==> config.mk <==
export PLATFORM = sky130hd
export DESIGN_NAME = nci_host
export DESIGN_NICKNAME = d
export VERILOG_FILES = /design/src/nci_pkg.sv /design/src/nci_host.sv /design/src/nci_timer.sv
export SDC_FILE = /design/constraint.sdc
export NUM_CORES = 1
export LEC_CHECK = 0
export BUFFER_PORTS_ARGS = -buffer_cell sky130_fd_sc_hd__buf_4
export CAP_MARGIN = 20
export CORE_MARGIN = 1
export CORE_UTILIZATION = 36
export DETAILED_ROUTE_END_ITERATION = 12
export GPL_ROUTABILITY_DRIVEN = 0
export PLACE_DENSITY = 0.6
export SLEW_MARGIN = 10
export SYNTH_ARGS = -nofsm -noshare
export SYNTH_HDL_FRONTEND = slang
export SYNTH_SLANG_ARGS = --single-unit
==> constraint.sdc <==
create_clock -name clk -period 5.7 [get_ports clk]
set_input_delay 0 -clock clk [delete_from_list [all_inputs] [get_ports clk]]
set_output_delay 0 -clock clk [all_outputs]
set_load 0.1 [all_outputs]
==> src/nci_pkg.sv <==
// Constants, codes and carriers for the flash host command engine
package nci_pkg;

    // Clock rate
    localparam int CLK_MHZ = 100;
    localparam int CLK_NS  = 10;

    // Least time in ns to whole clock cycles, never below one
    function automatic int cdiv(input int ns);
        int c;
        c = (ns + CLK_NS - 1) / CLK_NS;
        return (c < 1) ? 1 : c;
    endfunction

    // Pin timing in ns
    localparam int T_WP_NS  = 10;
    localparam int T_WH_NS  = 7;
    localparam int T_REA_NS = 16;
    localparam int T_REH_NS = 7;
    localparam int T_WHR_NS = 60;
    localparam int T_WB_NS  = 100;

    localparam int WE_LOW_CYC  = cdiv(T_WP_NS);
    localparam int WE_HIGH_CYC = cdiv(T_WH_NS);
    localparam int RE_LOW_CYC  = cdiv(T_REA_NS) + 1;
    localparam int RE_HIGH_CYC = cdiv(T_REH_NS);
    localparam int WHR_CYC     = cdiv(T_WHR_NS);
    localparam int WB_CYC      = cdiv(T_WB_NS);

    // Longest busy times, figures as printed
    localparam int ARRAY_FETCH_US     = 25;
    localparam int CACHE_FETCH_US     = 25;
    localparam int PLANE_SWITCH_US    = 1;
    localparam int OPTION_ACCESS_US   = 1;
    localparam int PAGE_WRITE_US      = 700;
    localparam int PAGE_WRITE_RAND_US = 740;
    localparam int CACHE_WRITE_US     = 700;
    localparam int BLOCK_CLEAR_MS     = 6;
    localparam int BLOCK_CLEAR2_MS    = 7;
    localparam int RESET_ERASE_US     = 500;

    localparam int ARRAY_FETCH_CYC   = ARRAY_FETCH_US * CLK_MHZ;
    localparam int CACHE_FETCH_CYC   = CACHE_FETCH_US * CLK_MHZ;
    localparam int PLANE_SWITCH_CYC  = PLANE_SWITCH_US * CLK_MHZ;
    localparam int OPTION_ACCESS_CYC = OPTION_ACCESS_US * CLK_MHZ;
    localparam int PAGE_WRITE_CYC    = PAGE_WRITE_US * CLK_MHZ;
    localparam int PAGE_WRITE_R_CYC  = PAGE_WRITE_RAND_US * CLK_MHZ;
    localparam int CACHE_WRITE_CYC   = CACHE_WRITE_US * CLK_MHZ;
    localparam int BLOCK_CLEAR_CYC   = BLOCK_CLEAR_MS * 1000 * CLK_MHZ;
    localparam int BLOCK_CLEAR2_CYC  = BLOCK_CLEAR2_MS * 1000 * CLK_MHZ;
    localparam int RESET_CYC         = RESET_ERASE_US * CLK_MHZ;

    // Partial write limits per page
    localparam logic [2:0] PARTIAL_WRITE_LIMIT      = 3'h4;
    localparam logic [2:0] PARTIAL_WRITE_LIMIT_SCRM = 3'h1;

    // Command codes
    localparam logic [7:0] CMD_READ      = 8'h00;
    localparam logic [7:0] CMD_READ_CONF = 8'h30;
    localparam logic [7:0] CMD_RND_OUT   = 8'h05;
    localparam logic [7:0] CMD_RND_OUT_C = 8'he0;
    localparam logic [7:0] CMD_RND_IN    = 8'h85;
    localparam logic [7:0] CMD_CACHE_RD  = 8'h31;
    localparam logic [7:0] CMD_CACHE_END = 8'h3f;
    localparam logic [7:0] CMD_ID        = 8'h90;
    localparam logic [7:0] CMD_PARAM     = 8'hec;
    localparam logic [7:0] CMD_UID       = 8'hed;
    localparam logic [7:0] CMD_SET_FEAT  = 8'hef;
    localparam logic [7:0] CMD_GET_FEAT  = 8'hee;
    localparam logic [7:0] CMD_RESET     = 8'hff;
    localparam logic [7:0] CMD_PROG      = 8'h80;
    localparam logic [7:0] CMD_PROG_P2   = 8'h81;
    localparam logic [7:0] CMD_PROG_CONF = 8'h10;
    localparam logic [7:0] CMD_CACHE_PRG = 8'h15;
    localparam logic [7:0] CMD_PLANE_PRG = 8'h11;
    localparam logic [7:0] CMD_ERASE     = 8'h60;
    localparam logic [7:0] CMD_ERASE_CNF = 8'hd0;
    localparam logic [7:0] CMD_PLANE_ERS = 8'hd1;
    localparam logic [7:0] CMD_STATUS    = 8'h70;
    localparam logic [7:0] CMD_STATUS_EN = 8'h78;
    localparam logic [7:0] CMD_PROT_STAT = 8'h7a;

    // Register offsets
    localparam logic [7:0] REG_CMD    = 8'h00;
    localparam logic [7:0] REG_ADDR   = 8'h04;
    localparam logic [7:0] REG_DATA   = 8'h08;
    localparam logic [7:0] REG_READ   = 8'h0c;
    localparam logic [7:0] REG_CTRL   = 8'h10;
    localparam logic [7:0] REG_WAIT   = 8'h14;
    localparam logic [7:0] REG_STATUS = 8'h18;

    // Control and status fields
    localparam int CTRL_SEL   = 0;
    localparam int CTRL_GUARD = 1;
    localparam int CTRL_SCRM  = 2;
    localparam int CTRL_W     = 3;
    localparam logic [CTRL_W-1:0] CTRL_RESET = 3'h0;
    localparam int ST_ENG     = 0;
    localparam int ST_DEV     = 1;
    localparam int ST_TMO     = 2;
    localparam int ST_REF     = 3;
    localparam int ST_TPP     = 4;
    localparam int ST_TPE     = 5;
    localparam int ST_CNT_LO  = 8;

    typedef enum logic [1:0] {NCI_CYC_CMD, NCI_CYC_ADDR, NCI_CYC_DATA}
        nci_kind_e;

    typedef struct packed {
        logic [7:0]  addr;
        logic [31:0] wdata;
        logic        wr;
        logic        rd;
    } nci_req_s;

    typedef struct packed {
        logic ce_n;
        logic cle;
        logic ale;
        logic we_n;
        logic re_n;
        logic wp_n;
    } nci_pins_s;

endpackage

==> src/nci_host.sv <==
// Host engine that drives a parallel NAND flash through its pins
//
// Added by the designer: the plain strobed port and the address map.
`timescale 1ns/1ps
module nci_host
    import nci_pkg::*;
#(
    parameter int          TMR_W     = 20,
    parameter int          PROG_CYC  = nci_pkg::PAGE_WRITE_CYC,
    parameter int          PROGR_CYC = nci_pkg::PAGE_WRITE_R_CYC,
    parameter int          CACHE_CYC = nci_pkg::CACHE_WRITE_CYC,
    parameter int          ERASE_CYC = nci_pkg::BLOCK_CLEAR_CYC,
    parameter int          ERS2_CYC  = nci_pkg::BLOCK_CLEAR2_CYC,
    parameter int          RST_CYC   = nci_pkg::RESET_CYC,
    parameter logic [23:0] PAGE_MASK = 24'h00003f
) (
    input  wire logic              clk,     // 100 MHz clock
    input  wire logic              sys_rst, // Async reset, high
    input  wire nci_pkg::nci_req_s req,     // Register request
    output logic [31:0]            rdata,   // Read data, next cycle
    output nci_pkg::nci_pins_s     pins,    // Flash control pins
    output logic [7:0]             dq_o,    // Data bus out
    output logic                   dq_oe,   // Data bus drive enable
    input  wire logic [7:0]        dq_i,    // Data bus in
    input  wire logic              rb_n     // Ready, low when busy
);
    import nci_pkg::*;

    generate
        if (TMR_W < $clog2(ERS2_CYC + 1) || TMR_W > 31) begin : g_chk
            $error("nci_host: TMR_W cannot hold the longest limit");
        end
    endgenerate

    typedef enum logic [3:0] {
        S_IDLE, S_SETUP, S_WLOW, S_WHIGH, S_RGAP, S_RLOW, S_RHIGH,
        S_BGAP, S_BUSY
    } nci_state_e;

    nci_state_e              state_q, state_d;
    nci_kind_e               kind_q, kind_d;
    logic [7:0]              byte_q, byte_d, rbyte_q, rbyte_d;
    logic [TMR_W-1:0]        lim_q, lim_d, tmr_val;
    logic                    post_q, post_d, tmr_load, tmr_done;
    logic [CTRL_W-1:0]       ctrl_q, ctrl_d;
    logic                    tmo_q, tmo_d, ref_q, ref_d;
    logic                    tpp_q, tpp_d, tpe_q, tpe_d;
    logic [23:0]             key_q, key_d, lkey_q, lkey_d, pkey_q, pkey_d;
    logic [2:0]              cnt_q, cnt_d, ncnt, limit;
    logic [7:0]              last_q, last_d;
    logic [31:0]             rdata_q, rdata_d;
    nci_pins_s               pins_q, pins_d;
    logic                    wr_op, refuse;
    logic [7:0]              code;

    // Codes the flash defines, one- to four-cycle sets
    function automatic logic valid_cmd(input logic [7:0] c);
        case (c)
            CMD_READ, CMD_READ_CONF, CMD_RND_OUT, CMD_RND_OUT_C,
            CMD_RND_IN, CMD_CACHE_RD, CMD_CACHE_END, CMD_ID, CMD_PARAM,
            CMD_UID, CMD_SET_FEAT, CMD_GET_FEAT, CMD_RESET, CMD_PROG,
            CMD_PROG_P2, CMD_PROG_CONF, CMD_CACHE_PRG, CMD_PLANE_PRG,
            CMD_ERASE, CMD_ERASE_CNF, CMD_PLANE_ERS, CMD_STATUS,
            CMD_STATUS_EN, CMD_PROT_STAT: return 1'b1;
            default: return 1'b0;
        endcase
    endfunction

    // Codes that belong to program or erase sequences
    function automatic logic guarded(input logic [7:0] c);
        case (c)
            CMD_PROG, CMD_PROG_P2, CMD_RND_IN, CMD_PROG_CONF,
            CMD_CACHE_PRG, CMD_PLANE_PRG, CMD_ERASE, CMD_ERASE_CNF,
            CMD_PLANE_ERS: return 1'b1;
            default: return 1'b0;
        endcase
    endfunction

    // Longest busy the flash may show after a code; zero means no wait
    function automatic logic [TMR_W-1:0] wait_cyc(input logic [7:0] c,
                                                  input logic scrm,
                                                  input logic two);
        case (c)
            CMD_READ_CONF: return TMR_W'(ARRAY_FETCH_CYC);
            CMD_CACHE_RD, CMD_CACHE_END:
                return TMR_W'(CACHE_FETCH_CYC);
            CMD_PROG_CONF:
                return scrm ? TMR_W'(PROGR_CYC)
                            : TMR_W'(PROG_CYC);
            CMD_CACHE_PRG:
                return scrm ? TMR_W'(PROGR_CYC)
                            : TMR_W'(CACHE_CYC);
            CMD_PLANE_PRG, CMD_PLANE_ERS:
                return TMR_W'(PLANE_SWITCH_CYC);
            CMD_ERASE_CNF:
                return two ? TMR_W'(ERS2_CYC)
                           : TMR_W'(ERASE_CYC);
            CMD_RESET: return TMR_W'(RST_CYC);
            default: return '0;
        endcase
    endfunction

    nci_timer #(.W(TMR_W)) u_tmr (
        .clk      (clk),
        .sys_rst  (sys_rst),
        .load     (tmr_load),
        .load_val (tmr_val),
        .done     (tmr_done)
    );

    assign code  = req.wdata[7:0];
    assign wr_op = req.wr && (req.addr == REG_CMD || req.addr == REG_ADDR
                   || req.addr == REG_DATA || req.addr == REG_READ
                   || req.addr == REG_WAIT);
    assign limit = ctrl_q[CTRL_SCRM] ? PARTIAL_WRITE_LIMIT_SCRM
                                     : PARTIAL_WRITE_LIMIT;
    assign ncnt  = (key_q == lkey_q) ? cnt_q + 3'h1 : 3'h1;

    // Refusal of a byte request that the flash must not see
    always_comb begin
        refuse = 1'b0;
        if (state_q != S_IDLE || !ctrl_q[CTRL_SEL]) begin
            refuse = 1'b1;
        end else if (req.addr == REG_DATA && !ctrl_q[CTRL_GUARD]) begin
            refuse = 1'b1;
        end else if (req.addr == REG_CMD) begin
            if (!valid_cmd(code)) begin
                refuse = 1'b1;
            end else if (!rb_n && code != CMD_RESET && code != CMD_STATUS
                         && code != CMD_STATUS_EN) begin
                refuse = 1'b1;
            end else if (guarded(code) && !ctrl_q[CTRL_GUARD]) begin
                refuse = 1'b1;
            end else if ((code == CMD_PROG_CONF || code == CMD_CACHE_PRG
                          || code == CMD_PLANE_PRG) && ncnt > limit) begin
                refuse = 1'b1;
            end else if ((code == CMD_PROG_CONF || code == CMD_CACHE_PRG)
                         && tpp_q
                         && ((key_q ^ pkey_q) & PAGE_MASK) != '0) begin
                refuse = 1'b1;
            end
        end
    end

    // Sequencer, sequence tracking and register file next values
    always_comb begin
        state_d  = state_q;
        kind_d   = kind_q;
        byte_d   = byte_q;
        rbyte_d  = rbyte_q;
        lim_d    = lim_q;
        post_d   = post_q;
        ctrl_d   = ctrl_q;
        tpp_d    = tpp_q;
        tpe_d    = tpe_q;
        key_d    = key_q;
        lkey_d   = lkey_q;
        pkey_d   = pkey_q;
        cnt_d    = cnt_q;
        last_d   = last_q;
        tmr_load = 1'b0;
        tmr_val  = '0;
        tmo_d    = tmo_q;
        ref_d    = ref_q;
        rdata_d  = '0;
        if (req.wr && req.addr == REG_STATUS) begin
            tmo_d = tmo_q & ~req.wdata[ST_TMO];
            ref_d = ref_q & ~req.wdata[ST_REF];
        end
        if (req.wr && req.addr == REG_CTRL) begin
            ctrl_d = req.wdata[CTRL_W-1:0];
        end
        case (state_q)
            S_IDLE: begin
                if (wr_op && !refuse) begin
                    byte_d  = code;
                    post_d  = 1'b0;
                    state_d = S_SETUP;
                    if (req.addr == REG_CMD) begin
                        kind_d = NCI_CYC_CMD;
                        lim_d  = wait_cyc(code, ctrl_q[CTRL_SCRM], tpe_q);
                        post_d = (wait_cyc(code, ctrl_q[CTRL_SCRM], tpe_q)
                                  != '0);
                        last_d = code;
                        if (code == CMD_PLANE_PRG) begin
                            tpp_d  = 1'b1;
                            pkey_d = key_q;
                        end
                        if (code == CMD_PROG_CONF
                            || code == CMD_CACHE_PRG) begin
                            tpp_d = 1'b0;
                        end
                        if (code == CMD_PROG_CONF || code == CMD_CACHE_PRG
                            || code == CMD_PLANE_PRG) begin
                            cnt_d  = ncnt;
                            lkey_d = key_q;
                        end
                        if (code == CMD_PLANE_ERS || (code == CMD_ERASE
                            && last_q == CMD_ERASE)) begin
                            tpe_d = 1'b1;
                        end
                        if (code == CMD_ERASE_CNF) begin
                            tpe_d = 1'b0;
                            cnt_d = 3'h0;
                        end
                    end else if (req.addr == REG_ADDR) begin
                        kind_d = NCI_CYC_ADDR;
                        key_d  = {key_q[15:0], code};
                    end else if (req.addr == REG_DATA) begin
                        kind_d = NCI_CYC_DATA;
                    end else if (req.addr == REG_READ) begin
                        state_d  = S_RGAP;
                        tmr_load = 1'b1;
                        tmr_val  = TMR_W'(WHR_CYC - 1);
                    end else begin
                        lim_d    = TMR_W'(OPTION_ACCESS_CYC);
                        state_d  = S_BGAP;
                        tmr_load = 1'b1;
                        tmr_val  = TMR_W'(WB_CYC - 1);
                    end
                end else if (wr_op) begin
                    ref_d = 1'b1;
                end
            end
            S_SETUP: begin
                state_d  = S_WLOW;
                tmr_load = 1'b1;
                tmr_val  = TMR_W'(WE_LOW_CYC - 1);
            end
            S_WLOW: begin
                if (tmr_done) begin
                    state_d  = S_WHIGH;
                    tmr_load = 1'b1;
                    tmr_val  = TMR_W'(WE_HIGH_CYC - 1);
                end
            end
            S_WHIGH: begin
                if (tmr_done) begin
                    state_d = post_q ? S_BGAP : S_IDLE;
                    tmr_load = post_q;
                    tmr_val  = TMR_W'(WB_CYC - 1);
                end
            end
            S_RGAP: begin
                if (tmr_done) begin
                    state_d  = S_RLOW;
                    tmr_load = 1'b1;
                    tmr_val  = TMR_W'(RE_LOW_CYC - 1);
                end
            end
            S_RLOW: begin
                if (tmr_done) begin
                    rbyte_d  = dq_i;
                    state_d  = S_RHIGH;
                    tmr_load = 1'b1;
                    tmr_val  = TMR_W'(RE_HIGH_CYC - 1);
                end
            end
            S_RHIGH: begin
                if (tmr_done) begin
                    state_d = S_IDLE;
                end
            end
            S_BGAP: begin
                if (tmr_done) begin
                    state_d  = S_BUSY;
                    tmr_load = 1'b1;
                    tmr_val  = lim_q;
                end
            end
            S_BUSY: begin
                if (rb_n) begin
                    state_d = S_IDLE;
                end else if (tmr_done) begin
                    tmo_d   = 1'b1;
                    state_d = S_IDLE;
                end
            end
            default: state_d = S_IDLE;
        endcase
        if (state_q != S_IDLE && wr_op) begin
            ref_d = 1'b1;
        end
        // Register read, answer next cycle
        if (req.rd) begin
            if (req.addr == REG_DATA) begin
                rdata_d = {24'h0, rbyte_q};
            end else if (req.addr == REG_CTRL) begin
                rdata_d = {{(32 - CTRL_W){1'b0}}, ctrl_q};
            end else if (req.addr == REG_STATUS) begin
                rdata_d[ST_ENG] = (state_q != S_IDLE);
                rdata_d[ST_DEV] = !rb_n;
                rdata_d[ST_TMO] = tmo_q;
                rdata_d[ST_REF] = ref_q;
                rdata_d[ST_TPP] = tpp_q;
                rdata_d[ST_TPE] = tpe_q;
                rdata_d[ST_CNT_LO +: 3] = cnt_q;
            end
        end
    end

    // Pin levels for the coming state
    always_comb begin
        pins_d.ce_n = !ctrl_d[CTRL_SEL];
        pins_d.cle  = (state_d == S_SETUP || state_d == S_WLOW
                       || state_d == S_WHIGH)
                      && kind_d == NCI_CYC_CMD;
        pins_d.ale  = (state_d == S_SETUP || state_d == S_WLOW
                       || state_d == S_WHIGH)
                      && kind_d == NCI_CYC_ADDR;
        pins_d.we_n = (state_d != S_WLOW);
        pins_d.re_n = (state_d != S_RLOW);
        pins_d.wp_n = ctrl_d[CTRL_GUARD];
    end

    // State registers
    always_ff @(posedge clk or posedge sys_rst) begin
        if (sys_rst) begin
            state_q <= S_IDLE;
            kind_q  <= NCI_CYC_CMD;
            byte_q  <= 8'h00;
            rbyte_q <= 8'h00;
            lim_q   <= '0;
            post_q  <= 1'b0;
            ctrl_q  <= CTRL_RESET;
            tmo_q   <= 1'b0;
            ref_q   <= 1'b0;
            tpp_q   <= 1'b0;
            tpe_q   <= 1'b0;
            key_q   <= 24'h000000;
            lkey_q  <= 24'h000000;
            pkey_q  <= 24'h000000;
            cnt_q   <= 3'h0;
            last_q  <= 8'h00;
            rdata_q <= 32'h00000000;
            pins_q  <= '{ce_n: 1'b1, cle: 1'b0, ale: 1'b0, we_n: 1'b1,
                         re_n: 1'b1, wp_n: 1'b0};
            dq_oe   <= 1'b0;
        end else begin
            state_q <= state_d;
            kind_q  <= kind_d;
            byte_q  <= byte_d;
            rbyte_q <= rbyte_d;
            lim_q   <= lim_d;
            post_q  <= post_d;
            ctrl_q  <= ctrl_d;
            tmo_q   <= tmo_d;
            ref_q   <= ref_d;
            tpp_q   <= tpp_d;
            tpe_q   <= tpe_d;
            key_q   <= key_d;
            lkey_q  <= lkey_d;
            pkey_q  <= pkey_d;
            cnt_q   <= cnt_d;
            last_q  <= last_d;
            rdata_q <= rdata_d;
            pins_q  <= pins_d;
            dq_oe   <= (state_d == S_SETUP || state_d == S_WLOW
                        || state_d == S_WHIGH);
        end
    end

    assign pins  = pins_q;
    assign dq_o  = byte_q;
    assign rdata = rdata_q;

endmodule

==> src/nci_timer.sv <==
// Down counter that times strobe phases and busy limits
`timescale 1ns/1ps
module nci_timer #(
    parameter int W = 20
) (
    input  wire logic         clk,      // System clock
    input  wire logic         sys_rst,  // Async reset, high
    input  wire logic         load,     // Load pulse
    input  wire logic [W-1:0] load_val, // Cycles left after load
    output logic              done      // Count reached zero
);

    logic [W-1:0] cnt_q;
    logic [W-1:0] cnt_d;

    // Next count
    always_comb begin
        cnt_d = cnt_q;
        if (load) begin
            cnt_d = load_val;
        end else if (cnt_q != '0) begin
            cnt_d = cnt_q - 1'b1;
        end
    end

    // Count register
    always_ff @(posedge clk or posedge sys_rst) begin
        if (sys_rst) begin
            cnt_q <= '0;
        end else begin
            cnt_q <= cnt_d;
        end
    end

    assign done = (cnt_q == '0);

endmodule

# Word level (Yosys, flattened, before mapping)
# Cells that the tools add are included.
# Widths: inputs -> output; s select.
# classes
muxes	90
reduce_logical	60
magnitude_cmp	1
bitwise	6
addsub	2
n_eq_ne	51
# ops
cell	n
$mux 20	10
$pmux 20 s5	1
$eq 8x8->1 const B	12
$pmux 20 s4	1
$mux 4	14
$eq 8x5->1 const B	6
$eq 8x7->1 const B	5
$reduce_bool 20->1	2
$mux 1	38
$pmux 4 s9	1
$mux 3	10
$eq 24x24->1	1
$eq 8x6->1 const B	3
$reduce_and 4->1	6
$reduce_bool 24->1	1
$reduce_or 24->1	1
$mux 11	2
$logic_not 20->1	1
$sub 20x1->20 const B	1
$mux 18	1
$eq 4x2->1 const B	4
$eq 4x3->1 const B	4
$eq 8x3->1 const B	2
$eq 8x4->1 const B	2
32 further kinds	81
# totals
register_bits	174
input_bits	53
out_inout_bits	47
elab_cells	236

# Longest topological paths before layout
# Gate-level depths: netlist of run 1.
# depth
depth_word	25
depth_mapped	14
mapped_depth_nobuf	12

# Hierarchy
# Synthesis of run 1 repeated with hierarchy kept, for this count alone.
# unflattened
cells_unflattened	685
area_unflattened_um2	7611.0
# modules_own_cells
mod	cells_each	area_per_inst_um2	instances	seq_area_each_um2
nci_host	549	6348.6	1	3181.8
nci_timer	136	1262.5	1	500.5

# Least setup slack after synthesis of run 1
# No wires, ideal clock.
# synth_path
path_type	register -> register
startpoint	register key_q[2]
endpoint	register key_q[0]
required_time_ps	5575
slack_ps	1914
path_stages_with_launch	14
setup_ps	125
path_buffers	1
arrival_ps	3661
synth_period_minus_slack_ps	3786
path_cell_list	dfrtp_1 > xnor2_1 > nand4_1 > nor4_1 > and3_1 > ha_1 > nor2b_1 > o21ai_0 > nor3_1 > a311oi_2 > o211ai_4 > nor3_4 > buf_6 > mux2_2
# synth_via
elab_chain_cells	14
word_cells_on_any_way	18
cone_classes	order compare (1); eq/ne (1); mux (9); bitwise (1); reduce/logical (6)
# synth_lines
item	line	text
start, declared	nci_host.sv:48	logic [23:0] key_q, key_d, lkey_q, lkey_d, pkey_q, pkey_d;
start signal, assigned	nci_host.sv:351	key_q <= key_d;
$eq 24x24->1 or $xor 6x6->6 (tied branches)	nci_host.sv:117, nci_host.sv:139	
$mux 3 or $reduce_bool 24->1 (tied branches)	nci_host.sv:117, nci_host.sv:139	
$gt 3x3->1 or $logic_and 1x1->1 (tied branches)	nci_host.sv:135, nci_host.sv:139	
$logic_and 1x1->1 or $mux 1 (tied branches)	nci_host.sv:135, nci_host.sv:137	
$mux 1 *	nci_host.sv:134	end else if ((code == CMD_PROG_CONF || code == CMD_CACHE_PRG
$mux 1 *	nci_host.sv:132	end else if (guarded(code) && !ctrl_q[CTRL_GUARD]) begin
$mux 1 *	nci_host.sv:129	end else if (!rb_n && code != CMD_RESET && code != CMD_STATUS
$mux 1 *	nci_host.sv:127	if (!valid_cmd(code)) begin
$mux 1 *	nci_host.sv:126	end else if (req.addr == REG_CMD) begin
$mux 1 *	nci_host.sv:124	end else if (req.addr == REG_DATA && !ctrl_q[CTRL_GUARD]) begin
$mux 1 *	nci_host.sv:122	if (state_q != S_IDLE || !ctrl_q[CTRL_SEL]) begin
$logic_not 1->1 *	nci_host.sv:175	if (wr_op && !refuse) begin
$logic_and 1x1->1 *	nci_host.sv:175	
$reduce_and 4->1 (no source line) *	-	
# Every way passes the cells marked *; elsewhere a longest branch is shown, timed or not.
# A chain may end at the register's enable or synchronous reset.

==> flow_summary.json, run 1 <==
{
  "maxCapViolCount": 0,
  "clk_latency_ps": 430,
  "crit_required_ps": 6020,
  "h-tree-depth": 4,
  "combPwrFrac_pct": 7.0,
  "n_antenna_cell": 0,
  "rows": 52,
  "worstSetupPathType": "reg -> reg",
  "cts_hold_buf": 20,
  "async_reset_ff_share_pct": 100,
  "cts_buffers": 17,
  "grt_pass1_wl_mm": 28.5,
  "crit_fanout": 16,
  "cpPeakStageDelay_ps": 720,
  "grt_usage_pct": 16.8,
  "netlist.area_leader.share_pct": 47.6,
  "syn_area_per_cell_um2": 10.8,
  "first_pass_iters": 5,
  "placed_area_um2": 8090,
  "tightestPinTransition_ps": 984,
  "cts_buffer_depth": 2,
  "p_total_mw": 2.39,
  "post-route-min-period_ps": 4230,
  "vias": 5466,
  "hold_class": "in -> reg",
  "clock_sinks": 147,
  "antenna_found_initial": 0,
  "fill_cells": 1979,
  "clockPowerShare_pct": 48.7,
  "drc_errors": 0,
  "cts_root_buffer": "clkbuf_16",
  "final_core_util_pct": 43.6,
  "design_area_um2": 8900,
  "cts_setup_buffers": 0,
  "vias_per_cell": 5.22,
  "crit_path_cell_trace": "xnor2_1 -> nand4_1 -> nor4_1 -> buf_4 -> and3_1 -> ha_1 -> nor2b_1 -> o21ai_0 -> nor3_1 -> a311oi_2 -> o211a_1 -> a31oi_1 -> a211oi_1",
  "timing.hold.ws_ps": 12.8,
  "crit_path_top_delay_cell": "o211a_1",
  "dp_hpwl_mm": 11.9,
  "first_iter_violations": 334,
  "synth.area.top_cells": "dfrtp_1 (48%), mux2_2 (12%), xnor2_1 (4.4%)",
  "portBuffers": 54,
  "grt_pass1_vias": 5363,
  "ios": 100,
  "p_leak_nw": 3.92,
  "grt_max_degree": 77,
  "finalSetupTns_ps": 0,
  "core_um2": 20400,
  "arrival_ps": 4550,
  "status": "complete, no violations",
  "fin_skew_ps": 15.1,
  "startpoint_type": "flip-flop",
  "cts_tree": "yes",
  "drive_above_1_share_pct": 24.3,
  "syn-cell-area_um2": 7580,
  "post_drt_wl_per_cell_um": 16.6,
  "power_switching_mw": 0.634,
  "ys_seq_area_share_pct": 48.6,
  "vdd_ir_drop_max_mv": 0.163,
  "clock.fmax_mhz": 236,
  "fp.dieW_um": 147,
  "postRouteAntennaNets": 0,
  "p_seq_share_pct": 44.2,
  "cts_resized": 0,
  "ys_dominant_reg_cell": "dfrtp_1",
  "fin_crit_sh_pct": 74.3,
  "swShare_pct": 26.5,
  "post-synth-top-area-cell": "dfrtp_1",
  "end_kind": "flip-flop",
  "internal_power_mw": 1.76,
  "die_h_um": 147,
  "finalHoldViolations": 0,
  "rsz0062_at_grt": "false",
  "layout.nets": 822,
  "dieArea_um2": 21600,
  "synthCells": 702,
  "max-slew-margin-rel_pct": 34.4,
  "synth_edf_count": 0,
  "setup_viol": 0,
  "r2r_setup_slack_ps": 1470,
  "area_growth_pct": 17.5,
  "cts.clk_slew.worst_paths_ps": 70,
  "gr-total-overflow": 0,
  "yosysWarnings": 0,
  "slew_violations": 0,
  "start_util_pct": 37.1,
  "synth.distinct_cells": 76,
  "ys_seq_elements": 147,
  "p_per_area_nw_per_um2": 269,
  "wl_mm": 17.4
}
==> layer usage <==
metal,part of all wire [%],wire [um],GRT usage [%],vias to the layer above
met5,0,0,0,-
met4,1.3,232,4.79,0
met3,4.0,703,3.85,16
met2,45,7860,25.4,131
met1,49,8590,23.9,2699
li1,-,-,-,2620
==> path summary, 6_finish.rpt <==
kind / startpoint / end / depth (start not counted)
min reg2reg: ctrl_q[0]$_DFF_PP0_ / pins[5]$_DFF_PP1_ / 1
min in group asynchronous: sys_rst / dq_o[2]$_DFFE_PP0P_ / 3
max in group asynchronous: sys_rst / ctrl_q[0]$_DFF_PP0_ / 4
max: key_q[2]$_DFFE_PP0P_ / pins[3]$_DFF_PP0_ / 13
min: req[37] / u_tmr.cnt_q[2]$_DFFE_PP0P_ / 3
max reg2reg: key_q[2]$_DFFE_PP0P_ / pins[3]$_DFF_PP0_ / 13
==> layout by cell type (no fill, tap or decap), types with 9 or more instances in the layout <==
master | Yosys | routed
a21oi_1 | 26 | 26
and3_1 | 12 | 12
buf_4 | 24 | 59
clkbuf_16 | 0 | 17
conb_1 | 1 | 21
dfrtp_1 | 144 | 144
dlygate4sd3_1 | 0 | 20
inv_1 | 12 | 11
mux2_2 | 78 | 78
nand2_1 | 59 | 59
nand2b_1 | 9 | 9
nand3_1 | 11 | 11
nand4_1 | 12 | 12
nor2_1 | 36 | 36
nor2b_1 | 10 | 10
nor3_1 | 18 | 18
nor4_1 | 15 | 15
o21ai_0 | 35 | 35
xnor2_1 | 38 | 38
xor2_1 | 11 | 11
==> synthesized netlist by cell type (all sizes together) (3+ instances only) <==
library cell,instances
nand2,59
and3,12
nor2,37
buf,41
a31oi,5
nand2b,9
nor2b,10
dfstp,3
nand4,14
or4,6
a22oi,7
mux2,78
o211ai,3
a211oi,5
a21o,4
o2111ai,3
ha,4
clkbuf,14
xnor2,38
o21ai,36
nand4b,3
nor4,17
a21oi,26
nor3,20
dfrtp,144
nand3,12
or3,8
nand3b,3
o31ai,5
xor2,11
inv,12
nor3b,5
and2,7
==> final cells by class <==
| cell class | instances | area, um^2 | share of cell area [%] |
|---|---|---|---|
| sequential | 147 | 3680 | 41.4 |
| multi-input combinational | 508 | 3580 | 40.2 |
| timing repair buffer | 79 | 643 | 7.23 |
| clock buffer | 17 | 425 | 4.78 |
| tap | 270 | 338 | 3.80 |
| clock inverter | 15 | 184 | 2.07 |
| inverter | 12 | 50.0 | 0.562 |
==> power by group through the flow <==
stage	Combinational, mW	Clock (mW)	Sequential (mW)
final	0.168	1.17	1.06
after global routing	0.180	1.24	1.06
after CTS	0.170	1.19	1.06
after detailed placement	0.159	0	1.08
after global placement	0.157	0	1.08
after floorplan	0.129	0	1.08
==> critical path, delay by kind of cell (launching register included) <==
| kind | cells | cell delay, ps |
|---|---|---|
| AOI/OAI and AO/OA | 5 | 2080 |
| and+or+nand+nor | 5 | 910 |
| DFF | 1 | 460 |
| adders and majority gates | 1 | 250 |
| buffers and inverters | 1 | 220 |
| xor gates and xnor gates | 1 | 190 |
==> flip-flops by register name, indices dropped and copies added, names as in the netlist, 2 cells and up <==
signal / cells
cnt_q: 3
dq_o: 8
rdata: 11
kind_q: 2
last_q: 8
rbyte_q: 8
pins: 5
key_q: 24
lkey_q: 24
u_tmr.cnt_q: 20
state_q: 4
ctrl_q: 3
lim_q: 15
pkey_q: 6
==> kinds of logic after synthesis <==
family          Yosys count  synth area share (%)
compound gates          119                  10.4
xor+xnor                 49                  5.66
fa+ha+maj                 4                 0.661
buf+inv                  67                  5.18
flops                   147                  48.6
mux                      80                  11.9
other cells               1                0.0495
simple gates            235                  17.6
==> through the flow <==
step	cells	setup slack [ps]
floorplan	722	1750
global placement	996	1450
detailed placement	996	1480
CTS	1048	1450
global route	1048	1130
finish	1048	1470
No activity file was read; power rests on OpenSTA's default activity.
==> run 2: changes to the inputs <==
- ABC_AREA: default -> 1
- PLACE_DENSITY: 0.6 -> 0.62
- clock period: 5.7 -> 3.8 ns (I/O delays scaled with it)
==> run 2 against run 1 <==
Against the previous run:
- register-to-register slack lost 910 ps
- clock skew shrank 3.2 ps
- power grew 97%
- setup slack lost 910 ps
- largest power group is now registers
==> flow_summary.json, run 2 <==
{
  "status": "complete, no violations",
  "wl_mm": 17.6,
  "vias_per_cell": 4.71,
  "end_kind": "flip-flop",
  "top_layer_used": "met4",
  "core_um2": 20500,
  "synth.area.top_cells": "dfrtp_1 (47%), nand2_1 (12%), inv_1 (5.6%)",
  "post-route-min-period_ps": 3240,
  "p_total_mw": 4.71,
  "dieArea_um2": 21800,
  "cts_root_buffer": "clkbuf_16",
  "ys_dominant_reg_cell": "dfrtp_1",
  "cts_resized": 0,
  "crit_path_cell_trace": "xnor2_1 -> nand2_1 -> nor2_1 -> nand2_1 -> nor2_1 -> nand2_1 -> a21oi_1 -> ha_1 -> nand2_1 -> nand2_1 -> nand2_1 -> nand2_1 -> nand2_4 -> nand3_4 -> buf_4 -> nor3_4 -> buf_4 -> nand2_1 -> o21ai_1",
  "maxCapViolCount": 0,
  "portBuffers": 54,
  "area_growth_pct": 19.3,
  "postRouteAntennaNets": 0,
  "post_drt_wl_per_cell_um": 13.5,
  "fp.dieW_um": 148,
  "reg_top3": "key_q: 24 flops, lkey_q: 24 flops, u_tmr.cnt_q: 20 flops",
  "post-synth-top-area-cell": "dfrtp_1",
  "dp_cells": 1253,
  "antenna_found_initial": 0,
  "final_cell_mix": "nand2_1 (253), dfrtp_1 (144), inv_1 (112), nor2_1 (70), buf_4 (61)",
  "hold_class": "in -> reg",
  "max-slew-margin-rel_pct": 49.8,
  "drt-met1-wl_mm": 8.58,
  "grt_max_degree": 88,
  "setup_viol": 0,
  "crit_fanout": 30,
  "clock.fmax_mhz": 308,
  "placed_area_um2": 8240,
  "tightestPinTransition_ps": 754,
  "grt_pass1_vias": 5951,
  "yosysMostFrequentCell": "nand2_1",
  "fin_crit_sh_pct": 85.3,
  "ys_seq_elements": 147,
  "drc_errors": 0,
  "crit_required_ps": 4150,
  "clk_latency_ps": 430,
  "finalHoldViolations": 0,
  "grt_pass1_wl_mm": 29.7,
  "ys_seq_area_share_pct": 48.3,
  "first_pass_iters": 6,
  "netlist.area_leader.share_pct": 47.2,
  "slew_violations": 0,
  "finalSetupTns_ps": 0,
  "async_reset_ff_share_pct": 100,
  "crit_path_top_delay_cell": "dfrtp_1",
  "syn-cell-area_um2": 7630,
  "first_iter_violations": 480,
  "yosys-top-cells-count": "nand2_1 (253), dfrtp_1 (144), inv_1 (113)",
  "preCtsSetupSlack_ps": 585,
  "final_common_cell": "nand2_1",
  "n_antenna_cell": 0,
  "synth_edf_count": 0,
  "layout.nets": 1083,
  "fill_cells": 2011,
  "final_cells": 1309,
  "rsz0062_at_grt": "false",
  "cts_buffer_depth": 2,
  "setup_slack_ps": 558,
  "grt_usage_pct": 17.4,
  "p_leak_nw": 4.73,
  "synthCells": 944,
  "arrival_ps": 3590,
  "p_per_area_nw_per_um2": 518,
  "start_util_pct": 37.2,
  "vdd_ir_drop_max_mv": 0.372,
  "gr-total-overflow": 0,
  "synth.distinct_cells": 50,
  "cpPeakStageDelay_ps": 400,
  "cts_setup_buffers": 0,
  "rows": 52,
  "vias": 6164,
  "dp_hpwl_mm": 12.5,
  "drive_above_1_share_pct": 15.2,
  "ios": 100,
  "worstSetupPathType": "reg -> reg",
  "cts.clk_slew.worst_paths_ps": 60,
  "wl_met3_um": 730,
  "cts_tree": "yes",
  "syn_area_per_cell_um2": 8.08,
  "die_h_um": 148,
  "fin_skew_ps": 12.0,
  "worst_path_most_repeated_cell": "nand2_1",
  "cts_buffers": 17,
  "routed-wl-met2_mm": 8.07,
  "startpoint_type": "flip-flop",
  "h-tree-depth": 4,
  "design_area_um2": 9100,
  "yosysWarnings": 0,
  "clock_sinks": 147
}
run 2: cell types whose count changed after synthesis, sizes merged, moves of 31 or more:
cell / before / now
nand3: 12 / 43
o21ai: 36 / 106
inv: 12 / 125
nand2: 59 / 267
nor2: 37 / 81
mux2: 78 / 5
run 2: cell type report:
class / count / area, um^2 / share of cell area, %
flip-flops and latches: 147 / 3680 / 40.5
inverters: 127 / 485 / 5.33
clock buffers: 19 / 443 / 4.87
clock inverters: 13 / 176 / 1.94
well taps: 270 / 338 / 3.71
repair buffers: 87 / 738 / 8.11
multi-input cells: 646 / 3240 / 35.6
run 2: power breakdown:
group | internal, mW | switching [mW]
sequential | 1.76 | 0.145
clock | 1.06 | 0.698
combinational | 0.304 | 0.741
run 2: metal layers:
metal / vias to the layer above / GRT usage [%]
met5: - / 0
met3: 17 / 3.52
met2: 145 / 26.7
met4: 0 / 5.46
li1: 3127 / -
met1: 2875 / 24.5
run 2: worst max-delay path, delay by kind of cell, from the launching register on:
kind | cells | cell delay [ps]
DFF | 1 | 400
and+or+nand+nor | 13 | 1390
xor gates and xnor gates | 1 | 190
buffers and inverters | 2 | 600
AOI/OAI and AO/OA | 2 | 280
adders and majority gates | 1 | 270
run 2: per-stage QoR:
stage / hold slack, ps / util (%)
floorplan: 105 / -
global placement: 126 / 40.2
detailed placement: 124 / 40.2
CTS: 59.3 / 44.4
global route: 85.1 / 44.4
finish: 64.5 / 44.4
run 2: path summary, 6_finish.rpt:
check                                       from  cells past startpoint                      to  slack (ps)
max                        key_q[15]$_DFFE_PP0P_                     19  lkey_q[10]$_DFFE_PP0P_         560
max in group asynchronous                sys_rst                      4   lkey_q[1]$_DFFE_PP0P_        2720
min in group asynchronous                sys_rst                      3  lkey_q[17]$_DFFE_PP0P_         230
max reg2reg                key_q[15]$_DFFE_PP0P_                     19  lkey_q[10]$_DFFE_PP0P_         560
min reg2reg                 lim_q[4]$_DFFE_PP0P_                      2    lim_q[4]$_DFFE_PP0P_         490
min                                      req[38]                      6   key_q[16]$_DFFE_PP0P_          60
run 2: logic make-up (layout without fill, tap and decap cells):
kind of cell               Yosys count  count (layout)  synth area share (%)
adders and majority gates            4               4                 0.656
muxes                                5               5                 0.738
DFF                                147             147                  48.3
buffers and inverters              171             246                  10.2
and+or+nand+nor                    436             436                  25.8
AOI/OAI and AO/OA                  145             145                  10.2
xor gates and xnor gates            35              35                  4.02
other                                1              21                0.0492
run 2: what timing repair did:
item                                   CTS  global route
hold buffers                            24             0
setup endpoints to repair                0             0
endpoints found under the hold margin   72             0
